**config.mk**
```make
export PLATFORM = sky130hd
export DESIGN_NAME = t1pe_engine
export DESIGN_NICKNAME = d
export VERILOG_FILES = /design/src/t1pe_pkg.sv /design/src/t1pe_engine.sv
export SDC_FILE = /design/constraint.sdc
export NUM_CORES = 2
export LEC_CHECK = 0
export BUFFER_PORTS_ARGS = -buffer_cell sky130_fd_sc_hd__buf_2
export CAP_MARGIN = 20
export CORE_ASPECT_RATIO = 0.9
export CORE_UTILIZATION = 60
export DETAILED_ROUTE_END_ITERATION = 10
export GPL_TIMING_DRIVEN = 1
export PLACE_DENSITY = 0.81
export SYNTH_ARGS = -nofsm -noshare
export SYNTH_HDL_FRONTEND = slang
export SYNTH_SLANG_ARGS = --single-unit
```
**constraint.sdc**
```tcl
create_clock -name mclk -period 8.1 [get_ports mclk]
set_input_delay 0.81 -clock mclk [delete_from_list [all_inputs] [get_ports mclk]]
set_output_delay 0.81 -clock mclk [all_outputs]
set_load 0.005 [all_outputs]
```
**src/t1pe_pkg.sv**
```systemverilog
// t1pe_pkg: constants, carriers and register map of the card-side block protocol engine
// assumes a character layer beyond the link that moves whole bytes with a parity flag
//
// Functional notes
// (RQ1) every block ends in one check byte; receiver verifies it before acceptance
// (RQ2) terminal's first block is an I-block with sequence 0 or an S-block
// (RQ3) unchained I-block is answered by an I-block, also signalling readiness
// (RQ4) chained I-block is answered by R-block carrying the other sequence number
// (RQ5) card asks waiting extension; terminal answers; new time counts from that answer
// (RQ6) field size request answered with identical information; size holds until next request
// (RQ7) right to send passes after length-announced bytes plus check byte arrived
// (RQ8) every supervisory request gets its matching supervisory response
// (RQ9) parity, check, control, length, sync errors or missing response make blocks invalid
// (RQ10) recovery: retransmit, then resynch response, then card goes silent
// (RQ11) terminal retries receiving at most twice at start before resetting card
// (RQ12) first received block invalid: card answers R-block with sequence 0
// (RQ13) terminal retries at most twice during session before resynch request
// (RQ14) after I-block or R-block, error or timeout brings R-block / resend
// (RQ15) request met by non-response is resent; after response, errors bring R-block
// (RQ16) terminal sends no field size request before acknowledging card's I-block
// (RQ17) card's field size request retried once; after second failure card just receives
// (RQ18) more-data bit is one when next block continues the chain
// (RQ19) chained I-block answered by R-block naming next expected sequence number
// (RQ20) abort request answered by abort response; then R-block may pass turn
// (RQ21) terminal chain blocks carry card's field size; card blocks within terminal's
// (RQ22) received block longer than card field size: R-block with error code 2
// (RQ23) block is address, control, length, 0 to 254 information bytes, check
// (RQ24) I, R control byte coding with sequence, more-data and error code bits
// (RQ25) S control byte: request/response bit and type resynch, size, abort, wait
// (RQ26) waiting time spans last received character to first sent character
// (RQ27) check byte is exclusive-OR of all bytes; whole block folds to zero
package t1pe_pkg;
  // ************************************************************
  // register map
  // ************************************************************
  localparam logic [11:0] T1PE_REG_CTRL = 12'h000;
  localparam logic [11:0] T1PE_REG_STATUS = 12'h004;
  localparam logic [11:0] T1PE_REG_IFSC = 12'h008;
  localparam logic [11:0] T1PE_REG_TXLEN = 12'h00c;
  localparam logic [1:0] T1PE_WIN_TX = 2'h1;
  localparam logic [1:0] T1PE_WIN_RX = 2'h2;
  localparam int T1PE_CTRL_GO = 0;
  localparam int T1PE_CTRL_OP = 1;
  localparam int T1PE_CTRL_MORE = 3;
  localparam int T1PE_CTRL_INF = 8;
  localparam int T1PE_ST_BUSY = 0;
  localparam int T1PE_ST_RXRDY = 1;
  localparam int T1PE_ST_RXMORE = 2;
  localparam int T1PE_ST_MUTE = 3;
  localparam int T1PE_ST_CMDERR = 4;
  localparam int T1PE_ST_IFSFAIL = 5;
  localparam int T1PE_ST_ACTIVE = 6;
  localparam int T1PE_ST_RXLEN = 8;
  localparam int T1PE_ST_IFSD = 16;
  localparam logic [7:0] T1PE_IFS_RST = 8'h20;
  // ************************************************************
  // block coding and protocol counts
  // ************************************************************
  localparam logic [7:0] T1PE_MAX_INF = 8'hfe;
  localparam logic [1:0] T1PE_RC_OK = 2'h0;
  localparam logic [1:0] T1PE_RC_EDC = 2'h1;
  localparam logic [1:0] T1PE_RC_OTHER = 2'h2;
  localparam logic [4:0] T1PE_S_RESYNCH = 5'h00;
  localparam logic [4:0] T1PE_S_IFS = 5'h01;
  localparam logic [4:0] T1PE_S_ABORT = 5'h02;
  localparam logic [4:0] T1PE_S_WTX = 5'h03;
  localparam logic [7:0] T1PE_S_RESP = 8'h20;
  localparam logic [7:0] T1PE_NAD = 8'h00;
  localparam int T1PE_BGT_ETU = 22;
  localparam int T1PE_ERR_LIMIT = 3;
  localparam int T1PE_IFS_TRIES = 2;
  typedef enum logic [1:0] {ST_RX, ST_HOLD, ST_GUARD, ST_TX} t1pe_state_t;
  typedef enum logic [1:0] {K_I, K_R, K_SREQ, K_SRESP} t1pe_kind_t;
  typedef struct packed {
    logic valid;
    logic perr;
    logic [7:0] data;
  } t1pe_rx_t;
  typedef struct packed {
    logic valid;
    logic [7:0] data;
  } t1pe_tx_t;
endpackage : t1pe_pkg

```
**src/t1pe_engine.sv**
```systemverilog
// t1pe_engine: card-side block framer, checker and acknowledgement engine
// assumes a classic wishbone master and a byte link timed by a slow link clock
`timescale 1ns/10ps
module t1pe_engine #(
  parameter int BUF_DEPTH = 254,
  parameter int ETU_CYCLES = 372,
  parameter int CWT_ETU = 43
) (
  input wire logic mclk,
  input wire logic arst_n,
  input wire logic wb_cyc_i,
  input wire logic wb_stb_i,
  input wire logic wb_we_i,
  input wire logic [11:0] wb_adr_i,
  input wire logic [3:0] wb_sel_i,
  input wire logic [31:0] wb_dat_i,
  output logic [31:0] wb_dat_o,
  output logic wb_ack_o,
  input wire logic link_clk,
  input wire t1pe_pkg::t1pe_rx_t link_rx,
  output t1pe_pkg::t1pe_tx_t link_tx
);
  import t1pe_pkg::*;

  if (BUF_DEPTH < 1 || BUF_DEPTH > 254 || ETU_CYCLES < 2 || CWT_ETU < 2 || CWT_ETU > 255)
  begin : g_bad
    $error("t1pe_engine: unsupported parameter value");
  end

  localparam int ETU_W = $clog2(ETU_CYCLES);

  t1pe_state_t state;
  t1pe_kind_t kind;
  logic [10:0] sy1, sy2, sy3, stab;
  logic lclk_d, lrise, lfall, etu_tick, rx_take, f_done, mute, busy;
  logic [ETU_W-1:0] etu_cnt;
  logic [8:0] rx_idx, rx_end, tx_idx, tx_end;
  logic [7:0] r_pcb, r_len, r_inf0, r_lrc, gap, f_pcb, f_len, f_inf0;
  logic [1:0] f_code, code, err_cnt, ifs_tries;
  logic r_perr, ns_card, nr_exp, rx_ready, rx_more, cmd_err, ifs_fail;
  logic [7:0] t_pcb, t_len, t_inf, li_pcb, li_len, rx_len, ifsd, ifsc, txlen;
  logic [7:0] tx_lrc, tx_cur, tx_chk;
  logic [4:0] gcnt;
  logic [7:0] rx_mem [BUF_DEPTH];
  logic [7:0] tx_mem [BUF_DEPTH];
  logic wb_req, wr, cmd_go, cmd_ok, clr_rx, sreq_give_up, oversize;
  logic [1:0] clr_err;
  logic [31:0] rd_data;

  function automatic logic [7:0] pcb_r(input logic nr, input logic [1:0] rc);
    return {3'b100, nr, 2'b00, rc};
  endfunction : pcb_r

  // ************************************************************
  // link input synchroniser, three stages, change counts on agreement
  // ************************************************************
  always_ff @(posedge mclk or negedge arst_n) begin
    if (!arst_n) begin
      sy1 <= '0;
      sy2 <= '0;
      sy3 <= '0;
      stab <= '0;
      lclk_d <= 1'b0;
    end else begin
      sy1 <= {link_clk, link_rx.valid, link_rx.perr, link_rx.data};
      sy2 <= sy1;
      sy3 <= sy2;
      stab <= (sy3 & ~(sy2 ^ sy3)) | (stab & (sy2 ^ sy3));
      lclk_d <= stab[10];
    end
  end
  assign lrise = stab[10] & ~lclk_d;
  assign lfall = ~stab[10] & lclk_d;

  // elementary time unit enable, paces guard and gap timing
  always_ff @(posedge mclk or negedge arst_n) begin
    if (!arst_n) begin
      etu_cnt <= '0;
      etu_tick <= 1'b0;
    end else begin
      etu_tick <= (etu_cnt == ETU_W'(ETU_CYCLES - 1));
      etu_cnt <= (etu_cnt == ETU_W'(ETU_CYCLES - 1)) ? '0 : etu_cnt + 1'b1;
    end
  end

  // ************************************************************
  // receive framer
  // ************************************************************
  assign rx_take = lrise & stab[9] & (state == ST_RX);
  assign rx_end = {1'b0, r_len} + 9'd3;

  always_ff @(posedge mclk or negedge arst_n) begin
    if (!arst_n) begin
      rx_idx <= '0;
      r_pcb <= '0;
      r_len <= '0;
      r_inf0 <= '0;
      r_lrc <= '0;
      r_perr <= 1'b0;
      gap <= '0;
      f_done <= 1'b0;
      f_code <= T1PE_RC_OK;
      f_pcb <= '0;
      f_len <= '0;
      f_inf0 <= '0;
    end else begin
      f_done <= 1'b0;
      if (rx_take) begin
        gap <= '0;
        r_lrc <= r_lrc ^ stab[7:0];
        r_perr <= r_perr | stab[8];
        rx_idx <= rx_idx + 9'd1;
        if (rx_idx == 9'd1) r_pcb <= stab[7:0];
        if (rx_idx == 9'd2) r_len <= stab[7:0];
        if (rx_idx == 9'd3) r_inf0 <= stab[7:0];
        if (rx_idx >= 9'd3 && rx_idx == rx_end) begin // RQ7
          f_done <= 1'b1;
          f_pcb <= r_pcb;
          f_len <= r_len;
          f_inf0 <= r_inf0;
          // whole block including check folds to zero
          f_code <= (r_perr | stab[8] | ((r_lrc ^ stab[7:0]) != 8'h00)) ? T1PE_RC_EDC
                    : T1PE_RC_OK; // RQ1 RQ27
          rx_idx <= '0;
          r_lrc <= '0;
          r_perr <= 1'b0;
        end
      end else if (rx_idx != 9'd0 && etu_tick) begin
        if (gap == 8'(CWT_ETU - 1)) begin // RQ9
          f_done <= 1'b1;
          f_code <= T1PE_RC_OTHER;
          f_pcb <= r_pcb;
          f_len <= r_len;
          rx_idx <= '0;
          r_lrc <= '0;
          r_perr <= 1'b0;
          gap <= '0;
        end else begin
          gap <= gap + 8'd1;
        end
      end
    end
  end

  always_ff @(posedge mclk) begin
    if (rx_take && rx_idx >= 9'd3 && rx_idx < rx_end && rx_idx < 9'(BUF_DEPTH + 3)) begin
      rx_mem[8'(rx_idx - 9'd3)] <= stab[7:0];
    end
  end

  // control byte and length validity
  always_comb begin
    code = T1PE_RC_OTHER; // RQ9
    if (f_code != T1PE_RC_OK) begin
      code = f_code;
    end else if (!f_pcb[7]) begin
      if (f_pcb[4:0] == 5'h00 && f_len <= ifsc) code = T1PE_RC_OK; // RQ22 RQ24
    end else if (f_pcb[7:5] == 3'b100) begin
      if (f_len == 8'h00 && f_pcb[3:0] <= 4'h2) code = T1PE_RC_OK; // RQ24
    end else if (f_pcb[6] && f_pcb[4:0] <= T1PE_S_WTX) begin
      if (f_len == {7'h00, f_pcb[0]}) code = T1PE_RC_OK; // RQ25 RQ23
    end
  end
  assign oversize = (f_code == T1PE_RC_OK) && !f_pcb[7] && f_len > ifsc;
  assign sreq_give_up = (t_pcb[4:0] == T1PE_S_IFS) && (ifs_tries == 2'(T1PE_IFS_TRIES));
  assign cmd_ok = (state == ST_RX) && rx_idx == 9'd0 && !f_done && !mute && !busy
                  && (wb_dat_i[T1PE_CTRL_OP +: 2] != 2'd0 || (txlen <= ifsd
                  && txlen <= 8'(BUF_DEPTH)));

  // ************************************************************
  // protocol control
  // ************************************************************
  always_ff @(posedge mclk or negedge arst_n) begin
    if (!arst_n) begin
      state <= ST_RX;
      kind <= K_SRESP;
      t_pcb <= '0;
      t_len <= '0;
      t_inf <= '0;
      li_pcb <= '0;
      li_len <= '0;
      ns_card <= 1'b0;
      nr_exp <= 1'b0;
      err_cnt <= '0;
      ifs_tries <= '0;
      mute <= 1'b0;
      busy <= 1'b0;
      rx_ready <= 1'b0;
      rx_more <= 1'b0;
      rx_len <= '0;
      ifsd <= T1PE_IFS_RST;
      cmd_err <= 1'b0;
      ifs_fail <= 1'b0;
      gcnt <= '0;
      tx_idx <= '0;
      tx_lrc <= '0;
      link_tx <= '0;
    end else begin
      if (clr_rx) rx_ready <= 1'b0;
      if (clr_err[0]) cmd_err <= 1'b0;
      if (clr_err[1]) ifs_fail <= 1'b0;
      unique case (state)
        ST_RX: begin
          // silent card listens only for a clean resynch request
          if (f_done && !(mute && (code != T1PE_RC_OK || f_pcb != 8'hc0))) begin
            if (code != T1PE_RC_OK) begin
              if (err_cnt == 2'(T1PE_ERR_LIMIT - 1)) begin
                mute <= 1'b1; // RQ10
                err_cnt <= '0;
              end else begin
                err_cnt <= err_cnt + 2'd1;
                if (kind == K_SREQ) begin
                  if (sreq_give_up) begin
                    ifs_fail <= 1'b1; // RQ17
                    kind <= K_SRESP;
                  end else begin
                    state <= ST_GUARD; // RQ15
                  end
                end else if (kind == K_R && !oversize) begin
                  state <= ST_GUARD; // RQ14
                end else begin
                  t_pcb <= pcb_r(nr_exp, code); // RQ12 RQ14 RQ15 RQ22
                  t_len <= '0;
                  kind <= K_R;
                  state <= ST_GUARD;
                end
              end
            end else begin
              err_cnt <= '0;
              if (kind == K_SREQ && f_pcb != (t_pcb | T1PE_S_RESP)) begin
                if (sreq_give_up) begin
                  ifs_fail <= 1'b1; // RQ17
                  kind <= K_SRESP;
                end else begin
                  state <= ST_GUARD; // RQ8 RQ15
                end
              end else if (kind == K_SREQ) begin
                kind <= K_SRESP; // RQ5 RQ20
                if (t_pcb[4:0] == T1PE_S_ABORT) busy <= 1'b0;
              end else if (!f_pcb[7]) begin
                if (f_pcb[6] != nr_exp) begin
                  t_pcb <= pcb_r(nr_exp, T1PE_RC_OTHER);
                  t_len <= '0;
                  kind <= K_R;
                  state <= ST_GUARD;
                end else begin
                  nr_exp <= ~nr_exp; // RQ3
                  busy <= 1'b0;
                  rx_ready <= 1'b1;
                  rx_more <= f_pcb[5]; // RQ18
                  rx_len <= f_len;
                  state <= ST_HOLD;
                end
              end else if (!f_pcb[6]) begin
                if (busy && f_pcb[4] == li_pcb[6]) begin
                  t_pcb <= li_pcb; // RQ10
                  t_len <= li_len;
                  kind <= K_I;
                  state <= ST_GUARD;
                end else if (busy && li_pcb[5]) begin
                  busy <= 1'b0; // RQ4
                end else if (kind == K_R) begin
                  state <= ST_GUARD; // RQ14
                end
              end else if (!f_pcb[5]) begin
                t_pcb <= f_pcb | T1PE_S_RESP; // RQ8
                t_len <= f_len;
                t_inf <= f_inf0; // RQ6
                kind <= K_SRESP;
                state <= ST_GUARD;
                if (f_pcb[4:0] == T1PE_S_IFS) ifsd <= f_inf0; // RQ6
                if (f_pcb[4:0] == T1PE_S_RESYNCH) begin
                  ns_card <= 1'b0; // RQ10
                  nr_exp <= 1'b0;
                  busy <= 1'b0;
                  mute <= 1'b0;
                end
                if (f_pcb[4:0] == T1PE_S_ABORT) begin
                  busy <= 1'b0; // RQ20
                  rx_more <= 1'b0;
                end
              end else begin
                t_pcb <= pcb_r(nr_exp, T1PE_RC_OTHER); // RQ9
                t_len <= '0;
                kind <= K_R;
                state <= ST_GUARD;
              end
            end
          end else if (cmd_go && cmd_ok) begin
            state <= ST_GUARD;
            t_inf <= wb_dat_i[T1PE_CTRL_INF +: 8];
            if (wb_dat_i[T1PE_CTRL_OP +: 2] == 2'd0) begin
              // card chain blocks stay within the terminal's field size
              t_pcb <= {1'b0, ns_card, wb_dat_i[T1PE_CTRL_MORE], 5'h00}; // RQ18 RQ21 RQ24
              li_pcb <= {1'b0, ns_card, wb_dat_i[T1PE_CTRL_MORE], 5'h00};
              t_len <= txlen;
              li_len <= txlen;
              ns_card <= ~ns_card;
              busy <= 1'b1;
              kind <= K_I;
            end else begin
              t_pcb <= {6'b110000, wb_dat_i[T1PE_CTRL_OP +: 2]}; // RQ25 RQ5 RQ20
              t_len <= {7'h00, wb_dat_i[T1PE_CTRL_OP]};
              ifs_tries <= '0;
              kind <= K_SREQ;
            end
          end
        end
        ST_HOLD: begin
          if (!rx_ready) begin
            if (rx_more) begin
              t_pcb <= pcb_r(nr_exp, T1PE_RC_OK); // RQ19 RQ4
              t_len <= '0;
              kind <= K_R;
              state <= ST_GUARD;
            end else begin
              state <= ST_RX;
            end
          end
        end
        ST_GUARD: begin
          // guard before turning the line round
          if (etu_tick) begin
            if (gcnt == 5'(T1PE_BGT_ETU - 1)) begin // RQ26
              gcnt <= '0;
              tx_idx <= '0;
              tx_lrc <= '0;
              state <= ST_TX;
              // only size requests are counted, other requests would wrap the counter
              if (kind == K_SREQ && t_pcb[4:0] == T1PE_S_IFS) begin
                ifs_tries <= ifs_tries + 2'd1; // RQ17
              end
            end else begin
              gcnt <= gcnt + 5'd1;
            end
          end
        end
        ST_TX: begin
          if (lfall) begin
            if (tx_idx == tx_end + 9'd1) begin
              link_tx.valid <= 1'b0; // RQ7
              state <= ST_RX;
            end else begin
              link_tx.valid <= 1'b1; // RQ23
              link_tx.data <= tx_cur;
              tx_lrc <= tx_lrc ^ tx_cur; // RQ1 RQ27
              tx_idx <= tx_idx + 9'd1;
            end
          end
        end
      endcase
      if (cmd_go && !cmd_ok) cmd_err <= 1'b1;
    end
  end

  assign tx_end = {1'b0, t_len} + 9'd3;
  always_comb begin
    tx_cur = T1PE_NAD;
    if (tx_idx == 9'd1) tx_cur = t_pcb;
    else if (tx_idx == 9'd2) tx_cur = t_len;
    else if (tx_idx == tx_end) tx_cur = tx_lrc;
    else if (tx_idx > 9'd2) tx_cur = (kind == K_I) ? tx_mem[8'(tx_idx - 9'd3)] : t_inf;
  end

  // ************************************************************
  // wishbone slave, one wait state, unmapped reads give zero
  // ************************************************************
  assign wb_req = wb_cyc_i & wb_stb_i & ~wb_ack_o;
  assign wr = wb_req & wb_we_i & wb_sel_i[0];
  assign cmd_go = wr && wb_adr_i == T1PE_REG_CTRL && wb_dat_i[T1PE_CTRL_GO];
  assign clr_rx = wr && wb_adr_i == T1PE_REG_STATUS && wb_dat_i[T1PE_ST_RXRDY];
  assign clr_err = (wr && wb_adr_i == T1PE_REG_STATUS) ?
                   {wb_dat_i[T1PE_ST_IFSFAIL], wb_dat_i[T1PE_ST_CMDERR]} : 2'b00;

  always_comb begin
    rd_data = '0;
    if (wb_adr_i[11:10] == T1PE_WIN_RX) begin
      if (wb_adr_i[9:2] < 8'(BUF_DEPTH)) rd_data = {24'h0, rx_mem[wb_adr_i[9:2]]};
    end else if (wb_adr_i == T1PE_REG_STATUS) begin
      rd_data[T1PE_ST_BUSY] = busy;
      rd_data[T1PE_ST_RXRDY] = rx_ready;
      rd_data[T1PE_ST_RXMORE] = rx_more;
      rd_data[T1PE_ST_MUTE] = mute;
      rd_data[T1PE_ST_CMDERR] = cmd_err;
      rd_data[T1PE_ST_IFSFAIL] = ifs_fail;
      rd_data[T1PE_ST_ACTIVE] = (state != ST_RX);
      rd_data[T1PE_ST_RXLEN +: 8] = rx_len;
      rd_data[T1PE_ST_IFSD +: 8] = ifsd;
    end else if (wb_adr_i == T1PE_REG_IFSC) begin
      rd_data = {24'h0, ifsc};
    end else if (wb_adr_i == T1PE_REG_TXLEN) begin
      rd_data = {24'h0, txlen};
    end
  end

  always_ff @(posedge mclk or negedge arst_n) begin
    if (!arst_n) begin
      wb_ack_o <= 1'b0;
      wb_dat_o <= '0;
      ifsc <= T1PE_IFS_RST;
      txlen <= '0;
    end else begin
      wb_ack_o <= wb_req;
      wb_dat_o <= (wb_req && !wb_we_i) ? rd_data : '0;
      // a field size of zero or the reserved top value is refused
      if (wr && wb_adr_i == T1PE_REG_IFSC && wb_dat_i[7:0] != 8'h00 && wb_dat_i[7:0] <= T1PE_MAX_INF)
      begin
        ifsc <= wb_dat_i[7:0];
      end
      if (wr && wb_adr_i == T1PE_REG_TXLEN) txlen <= wb_dat_i[7:0];
    end
  end

  always_ff @(posedge mclk) begin
    if (wr && wb_adr_i[11:10] == T1PE_WIN_TX && wb_adr_i[9:2] < 8'(BUF_DEPTH)) begin
      tx_mem[wb_adr_i[9:2]] <= wb_dat_i[7:0];
    end
  end

  // ************************************************************
  // assertions
  // ************************************************************
  always_ff @(posedge mclk or negedge arst_n) begin
    if (!arst_n) tx_chk <= '0;
    else if (state == ST_GUARD) tx_chk <= '0;
    else if (lrise && link_tx.valid) tx_chk <= tx_chk ^ link_tx.data;
  end

  property p_ack_drop;
    @(posedge mclk) disable iff (!arst_n) wb_ack_o |=> !wb_ack_o;
  endproperty
  a_ack_drop: assert property (p_ack_drop) else $error("ack held two cycles");
  property p_edc;
    @(posedge mclk) disable iff (!arst_n) $fell(state == ST_TX) |-> tx_chk == 8'h00;
  endproperty
  a_edc: assert property (p_edc) else $error("sent block does not fold to zero"); // RQ1
  property p_chain_r;
    @(posedge mclk) disable iff (!arst_n) (state == ST_HOLD && !rx_ready && rx_more)
      |=> state == ST_GUARD && t_pcb == {3'b100, nr_exp, 4'h0};
  endproperty
  a_chain_r: assert property (p_chain_r) else $error("chain ack wrong"); // RQ19
  property p_oversize;
    @(posedge mclk) disable iff (!arst_n)
      (state == ST_RX && f_done && !mute && oversize && err_cnt != 2'd2 && kind != K_SREQ)
      |=> t_pcb == {3'b100, $past(nr_exp), 4'h2} && state == ST_GUARD;
  endproperty
  a_oversize: assert property (p_oversize) else $error("oversize not refused"); // RQ22
  property p_ifs_echo;
    @(posedge mclk) disable iff (!arst_n) (state == ST_RX && f_done && !mute
      && code == T1PE_RC_OK && kind != K_SREQ && f_pcb == 8'hc1)
      |=> t_pcb == 8'he1 && t_inf == $past(f_inf0) && ifsd == $past(f_inf0);
  endproperty
  a_ifs_echo: assert property (p_ifs_echo) else $error("size response differs"); // RQ6
  property p_mute;
    @(posedge mclk) disable iff (!arst_n) mute |-> state == ST_RX && !link_tx.valid;
  endproperty
  a_mute: assert property (p_mute) else $error("silent card transmits"); // RQ10
  property p_ifs_tries;
    @(posedge mclk) disable iff (!arst_n) ifs_tries <= 2'(T1PE_IFS_TRIES);
  endproperty
  a_ifs_tries: assert property (p_ifs_tries) else $error("size request over-retried"); // RQ17
  property p_i_ack;
    @(posedge mclk) disable iff (!arst_n) (state == ST_RX && f_done && !mute && kind != K_SREQ
      && code == T1PE_RC_OK && !f_pcb[7] && f_pcb[6] == nr_exp)
      |=> state == ST_HOLD && rx_ready && rx_more == $past(f_pcb[5]) && nr_exp != $past(nr_exp);
  endproperty
  a_i_ack: assert property (p_i_ack) else $error("I-block not accepted"); // RQ3
  property p_half;
    @(posedge mclk) disable iff (!arst_n) state == ST_TX |-> rx_idx == 9'd0;
  endproperty
  a_half: assert property (p_half) else $error("receive during send"); // RQ7
  c_chain: cover property (@(posedge mclk) state == ST_HOLD && rx_more ##1 !rx_ready);
  c_ifs: cover property (@(posedge mclk) state == ST_RX && f_done && f_pcb == 8'hc1);
  c_mute: cover property (@(posedge mclk) $rose(mute));
  c_resend: cover property (@(posedge mclk) state == ST_RX && f_done && kind == K_SREQ);
endmodule : t1pe_engine

```
Word level (Yosys, flattened, before mapping):

Memory sizes are Yosys's and may differ from the RTL's.
Cells that the tools add are included.

* bits in writable memories: 4064
* bits in registers: 278
* output and inout bits: 42
* logic and storage cells: 492
* input port bits: 64
* memories kept: 2

Memory list
* rx_mem: depth 254, bits a word 8, read ports 1, clocked after memory_dff 0, write ports 1, RTL line t1pe_engine.sv:44 `logic [7:0] rx_mem [BUF_DEPTH];`
* tx_mem: depth 254, bits a word 8, read ports 1, clocked after memory_dff 0, write ports 1, RTL line t1pe_engine.sv:45 `logic [7:0] tx_mem [BUF_DEPTH];`

* bitwise operators: 30
* magnitude comparators: 12
* add/subtract/negate cells: 12
* equality and inequality tests: 80
* mux-type cells: 212
* reduce and logical (&&, ||, !) cells: 97

Operator list (number)
* $mux 8: 66
* $mux 2: 57
* $mux 32: 3
* $mux 9: 9
* $mux 1: 66
* $pmux 8 s2: 3
* $ne 2x2->1 const B: 21
* $logic_and 1x1->1: 37
* $add 9x1->9 const B: 4
* $reduce_and 9->1: 4
* $reduce_and 10->1: 3
* $reduce_bool 2->1: 15
* $eq 9x2->1 const B: 3
* $eq 9x9->1: 3
* $eq 12x4->1 const B: 2
* $and 11x11->11: 2
* $add 8x2->9 const B: 2
* $eq 9x1->1 const B: 2
* $pmux 9 s2: 1
* $le 8x8->1: 2
* $le 8x8->1 const B: 2
* $mux 16: 1
* $ne 4x4->1 const B: 4
* $ne 8x5->1 const B: 2
* 63 further kinds: 129

Longest topological paths before layout:

* word-level depth: 14
* gate-level depth with buffers: 22
* mapped depth without buffers: 13

Least setup slack after synthesis:

No wires, ideal clock.

* path type: reg-to-reg
* start point: register (tool-made name)
* end point: register f_code[0]
* library setup time: 144 ps
* data required time: 7956 ps
* period minus slack after synthesis: 4487 ps
* cell stages (with the launch flop): 6
* data arrival time: 4344 ps
* slack: 3613 ps
* path buffers: 0
* path through: dfrtp_1 > o21ai_0 > nor4_1 > nand4_1 > nor3_1 > o22ai_1

RTL lines
* end signal: assignment: RTL line t1pe_engine.sv:122 `f_code <= (r_perr | stab[8] | ((r_lrc ^ stab[7:0]) != 8'h00)) ? T1PE_RC_EDC`
* end: declaration: RTL line t1pe_engine.sv:39 `logic [1:0] f_code, code, err_cnt, ifs_tries;`

Worst setup path after layout:

* start point: register tx_idx[0]
* end point: register tx_lrc[0]

* cells in the longest elaborated chain, start to end: 11
* elaborated cells on any way between the ends: 18
* classes of those cells: add/sub: 1; order compare: 1; eq/ne: 5; mux: 8; bitwise: 1; reduce/logical: 1; memory: 1

Ends and longest elaborated chain
* start: declaration: RTL line t1pe_engine.sv:37 `logic [8:0] rx_idx, rx_end, tx_idx, tx_end;`
* start signal: assignment: RTL line t1pe_engine.sv:347 `tx_idx <= tx_idx + 9'd1;`
* $sub 8x2->8: RTL line t1pe_engine.sv:362 `else if (tx_idx > 9'd2) tx_cur = (kind == K_I) ? tx_mem[8'(tx_idx - 9'd3)] : t_inf;`
* $mem_v2 254x8
* $mux 8 (2 in a row): RTL line t1pe_engine.sv:362
* $mux 8: RTL line t1pe_engine.sv:361 `else if (tx_idx == tx_end) tx_cur = tx_lrc;`
* $mux 8: RTL line t1pe_engine.sv:360 `else if (tx_idx == 9'd2) tx_cur = t_len;`
* $mux 8: RTL line t1pe_engine.sv:359 `if (tx_idx == 9'd1) tx_cur = t_pcb;`
* $xor 8x8->8: RTL line t1pe_engine.sv:346 `tx_lrc <= tx_lrc ^ tx_cur;`
* $mux 8: RTL line t1pe_engine.sv:340 `if (tx_idx == tx_end + 9'd1) begin`
* $mux 8: RTL line t1pe_engine.sv:339 `if (lfall) begin`
* $pmux 8 s2: RTL line t1pe_engine.sv:202 `unique case (state)`
* end signal: assignment: RTL line t1pe_engine.sv:346
* end: declaration: RTL line t1pe_engine.sv:42 `logic [7:0] tx_lrc, tx_cur, tx_chk;`

Parallel ways exist; a longest one is shown, timed or not. The select of a mux whose other input is x is not followed.
A chain may end at the register's enable or synchronous reset.

==> impl_metrics.ini <==
[run_status]
status = complete, but fails checks
violations = DRC, capacitance limit, slew limit

[cts]
cts.sinks = 4334
cts_max_path_buffers = 4
htree_num_levels = 5
clockRootBuffer = clkbuf_16
clkLatencyLatePin_ps = 1000
cts_tree = done
post_cts_buffers = 0
clkTransAtPathRegs_ps = 60
cts_made_buffers = 408

[grt]
grt_pass1_wl_mm = 708
grt_overflow_total = 0
grt_max_degree = 192
antenna_found_initial = 42
grt_pass1_vias = 93021
grt_use_total = 0.350

[final_layout]
multi_input_area_um2 = 40200
drive_gt1_frac = 0.260
fin_util = 0.670
nFillCells = 15554
regArea_um2 = 129000
synthToLayoutAreaGrowth_pct = 10.7
nNetsFinal = 8453

[logic_synthesis]
netlist_top_cells_area = edfxtp_1 71%, mux4_2 16%, dfrtp_1 3.9%, nor2_1 1.5%, mux2_2 0.81%
ys_seq_area_frac = 0.751
synth_flop_cell = edfxtp_1
synth_most_common_cell = edfxtp_1
ys_ff_latch = 4334
synth_area_per_cell_um2 = 21.1
ys_types = 104
syn_inst = 8132
synth_area_um2 = 172000
synth_edf_count = 4064
yosysTopAreaCellShare = 0.711
ys_warn_count = 0
ys_top_cells_by_count = 4064 x edfxtp_1, 1232 x mux4_2, 667 x nor2_1
synth_top_area_cell = edfxtp_1
async_flop_share = 0.0623

[power_and_ir_drop]
seqPwrFrac = 0.451
p_per_area_nw_per_um2 = 294
power.share.combinational = 0.188
p_leak_nw = 60.2
switching_share = 0.279
power.net_switching_w = 0.0155
max-vdd-ir-drop_mv = 0.291
p_int_w = 0.0402
clock_power_share = 0.361

[route]
drt-initial-drc-count = 17916
firstDrtPassIters = 11
wl_met2_mm = 231
wl_per_cell_um = 40.5
routed-via-count = 94757
totalWireLength_mm = 505
viasPerCell = 7.61
ant_nets = 0
drt-met1-wl_mm = 163
drc_errors = 4
wl_met3_mm = 78.4
highest_layer = met5

[setup_path]
cp_max_fo = 41
reg2reg_setup_slack_ps = 1520
end_kind = register
worstSetupPathType = reg2reg
critPathRequiredTime_ps = 8890
regToRegEndpoint = tx_lrc[0]
worstRegToRegCells = 11
r2r_start = tx_idx[0]
startpoint_type = register
arrival_ps = 7370

[job]
cap_violations = 1

[sta]
rsz0062_at_grt = false
min_period_ps = 6580
hold_violations = 0
finalSetupTns_ps = 0
fin_ws_ps = 1520
hold-worst-slack_ps = 224
timing.fmax_ghz = 0.152
max_slew.worst_pin.slew_ps = 1490
slew_violations = 1
finalSetupViolations = 0
max-slew-margin-rel = -0.0183
clock_skew_ps = 93.2
fin_crit_sh = 0.812

[die]
die_h_um = 509
ios = 106
start_util = 0.605
die-area_um2 = 288000
core_area_um2 = 283000
core.rowCount = 185
die_w_um = 566

[min_path]
hold_path.class = in2reg
holdPathStages = 2
hold_path_end = wb_ack_o
hp-start = wb_cyc_i

[place]
dp_hpwl_mm = 254
place.gp.congestion = 0.911
port_buffers = 78
dpl_worst_slack_ps = 2440
==> flip-flops by register name, summed over array words and instances, names as in the netlist, 9 cells and up, named ones only <==
signal    flops
sy2          11
rx_mem     2032
rx_idx        9
sy1          11
tx_mem     2032
tx_idx        9
wb_dat_o     24
sy3          11
etu_cnt       9
link_tx       9
==> critical path, stage by stage, from the launching register on <==
cell and delay [ps]:
dfrtp_4 970, ha_1 1000, nor3_1 270, xor2_1 240, buf_4 300, nand2_1 820
o22a_1 400, o21ai_0 250, a2111oi_0 1350, a41o_1 470, a21oi_1 110, a31o_1 210
==> worst max path at each step <==
stage                     startpoint         to  slack [ps]  cells past startpoint
final                      tx_idx[0]  tx_lrc[0]        1520                     11
after global routing       tx_idx[0]  tx_lrc[0]        1800                     11
after CTS                  tx_idx[0]  tx_lrc[1]        1980                     11
after detailed placement   tx_idx[0]  tx_lrc[1]        2440                     10
after global placement     tx_idx[0]  tx_lrc[1]        2450                     10
after floorplan             register  f_code[0]        3610                      5
==> layout by cell type, fill, tap and decap left out, types with 34 or more instances in the layout <==
cell type  Yosys  layout
mux2i_1       55      55
buf_2        120      66
nand2b_1      39      39
edfxtp_1    4064    4064
clkinv_1       0      99
nor2_1       667     665
buf_4         46     133
ha_1          42      41
nand3_1       80      78
clkinv_2       0      67
a21oi_1       57      56
mux2_2       124     124
mux4_2      1232    1232
inv_1         52      52
nor3_1        53      52
bufinv_16      0      53
nor2b_1       36      34
nand2_1      235     235
dfrtp_1      266     257
o21ai_0      108     108
nand4_1       47      47
a22oi_1       46      46
clkbuf_16      0     417
clkbuf_1     219      63
==> kinds of logic (layout without fill, tap and decap cells) <==
family                     Yosys count  count (layout)  synth area share
DFF                               4334            4334             0.751
and+or+nand+nor                   1292            1292            0.0339
adders and majority gates           53              53           0.00371
xor gates and xnor gates            60              60           0.00322
buffers and inverters              521            1064            0.0158
other                                1              34         0.0000219
muxes                             1420            1420             0.174
AOI/OAI and AO/OA                  451             451            0.0185
==> power groups by stage <==
stage          registers [W]  clock network (W)  logic, W
6_report              0.0251             0.0201    0.0105
5_1_grt               0.0251             0.0208    0.0106
4_1_cts               0.0251             0.0200    0.0101
3_5_place_dp          0.0256                  0   0.00960
3_3_place_gp          0.0256                  0   0.00938
2_1_floorplan         0.0256                  0   0.00649
==> timing repair <==
item / 4_1_cts / 5_1_grt
hold endpoints to repair: 93 / 0
resized for setup: 0 / 0
hold buffers: 12 / 0
==> through the flow <==
| step | instance area, um2 | instances | total power (W) |
|---|---|---|---|
| detailed placement | 176000 | 11646 | 0.0352 |
| finish | 190000 | 12448 | 0.0557 |
| global placement | 176000 | 11643 | 0.0349 |
| floorplan | 172000 | 8139 | 0.0321 |
| global route | 190000 | 12426 | 0.0564 |
| CTS | 190000 | 12403 | 0.0552 |
==> final cells by class <==
type,instances,area share
clock inverter,264,0.0150
tap,3740,0.0246
inverter,52,0.00103
timing repair buffer,267,0.0126
sequential,4334,0.678
multi-input combinational,3284,0.212
antenna,26,0.000343
clock buffer,481,0.0563
==> routing by layer <==
layer	global-route usage	vias to the layer above
met5	0.00329	-
met4	0.171	42
met3	0.122	2186
met2	0.525	10192
met1	0.461	48222
li1	-	34115
(Power assumes the default switching activity.)
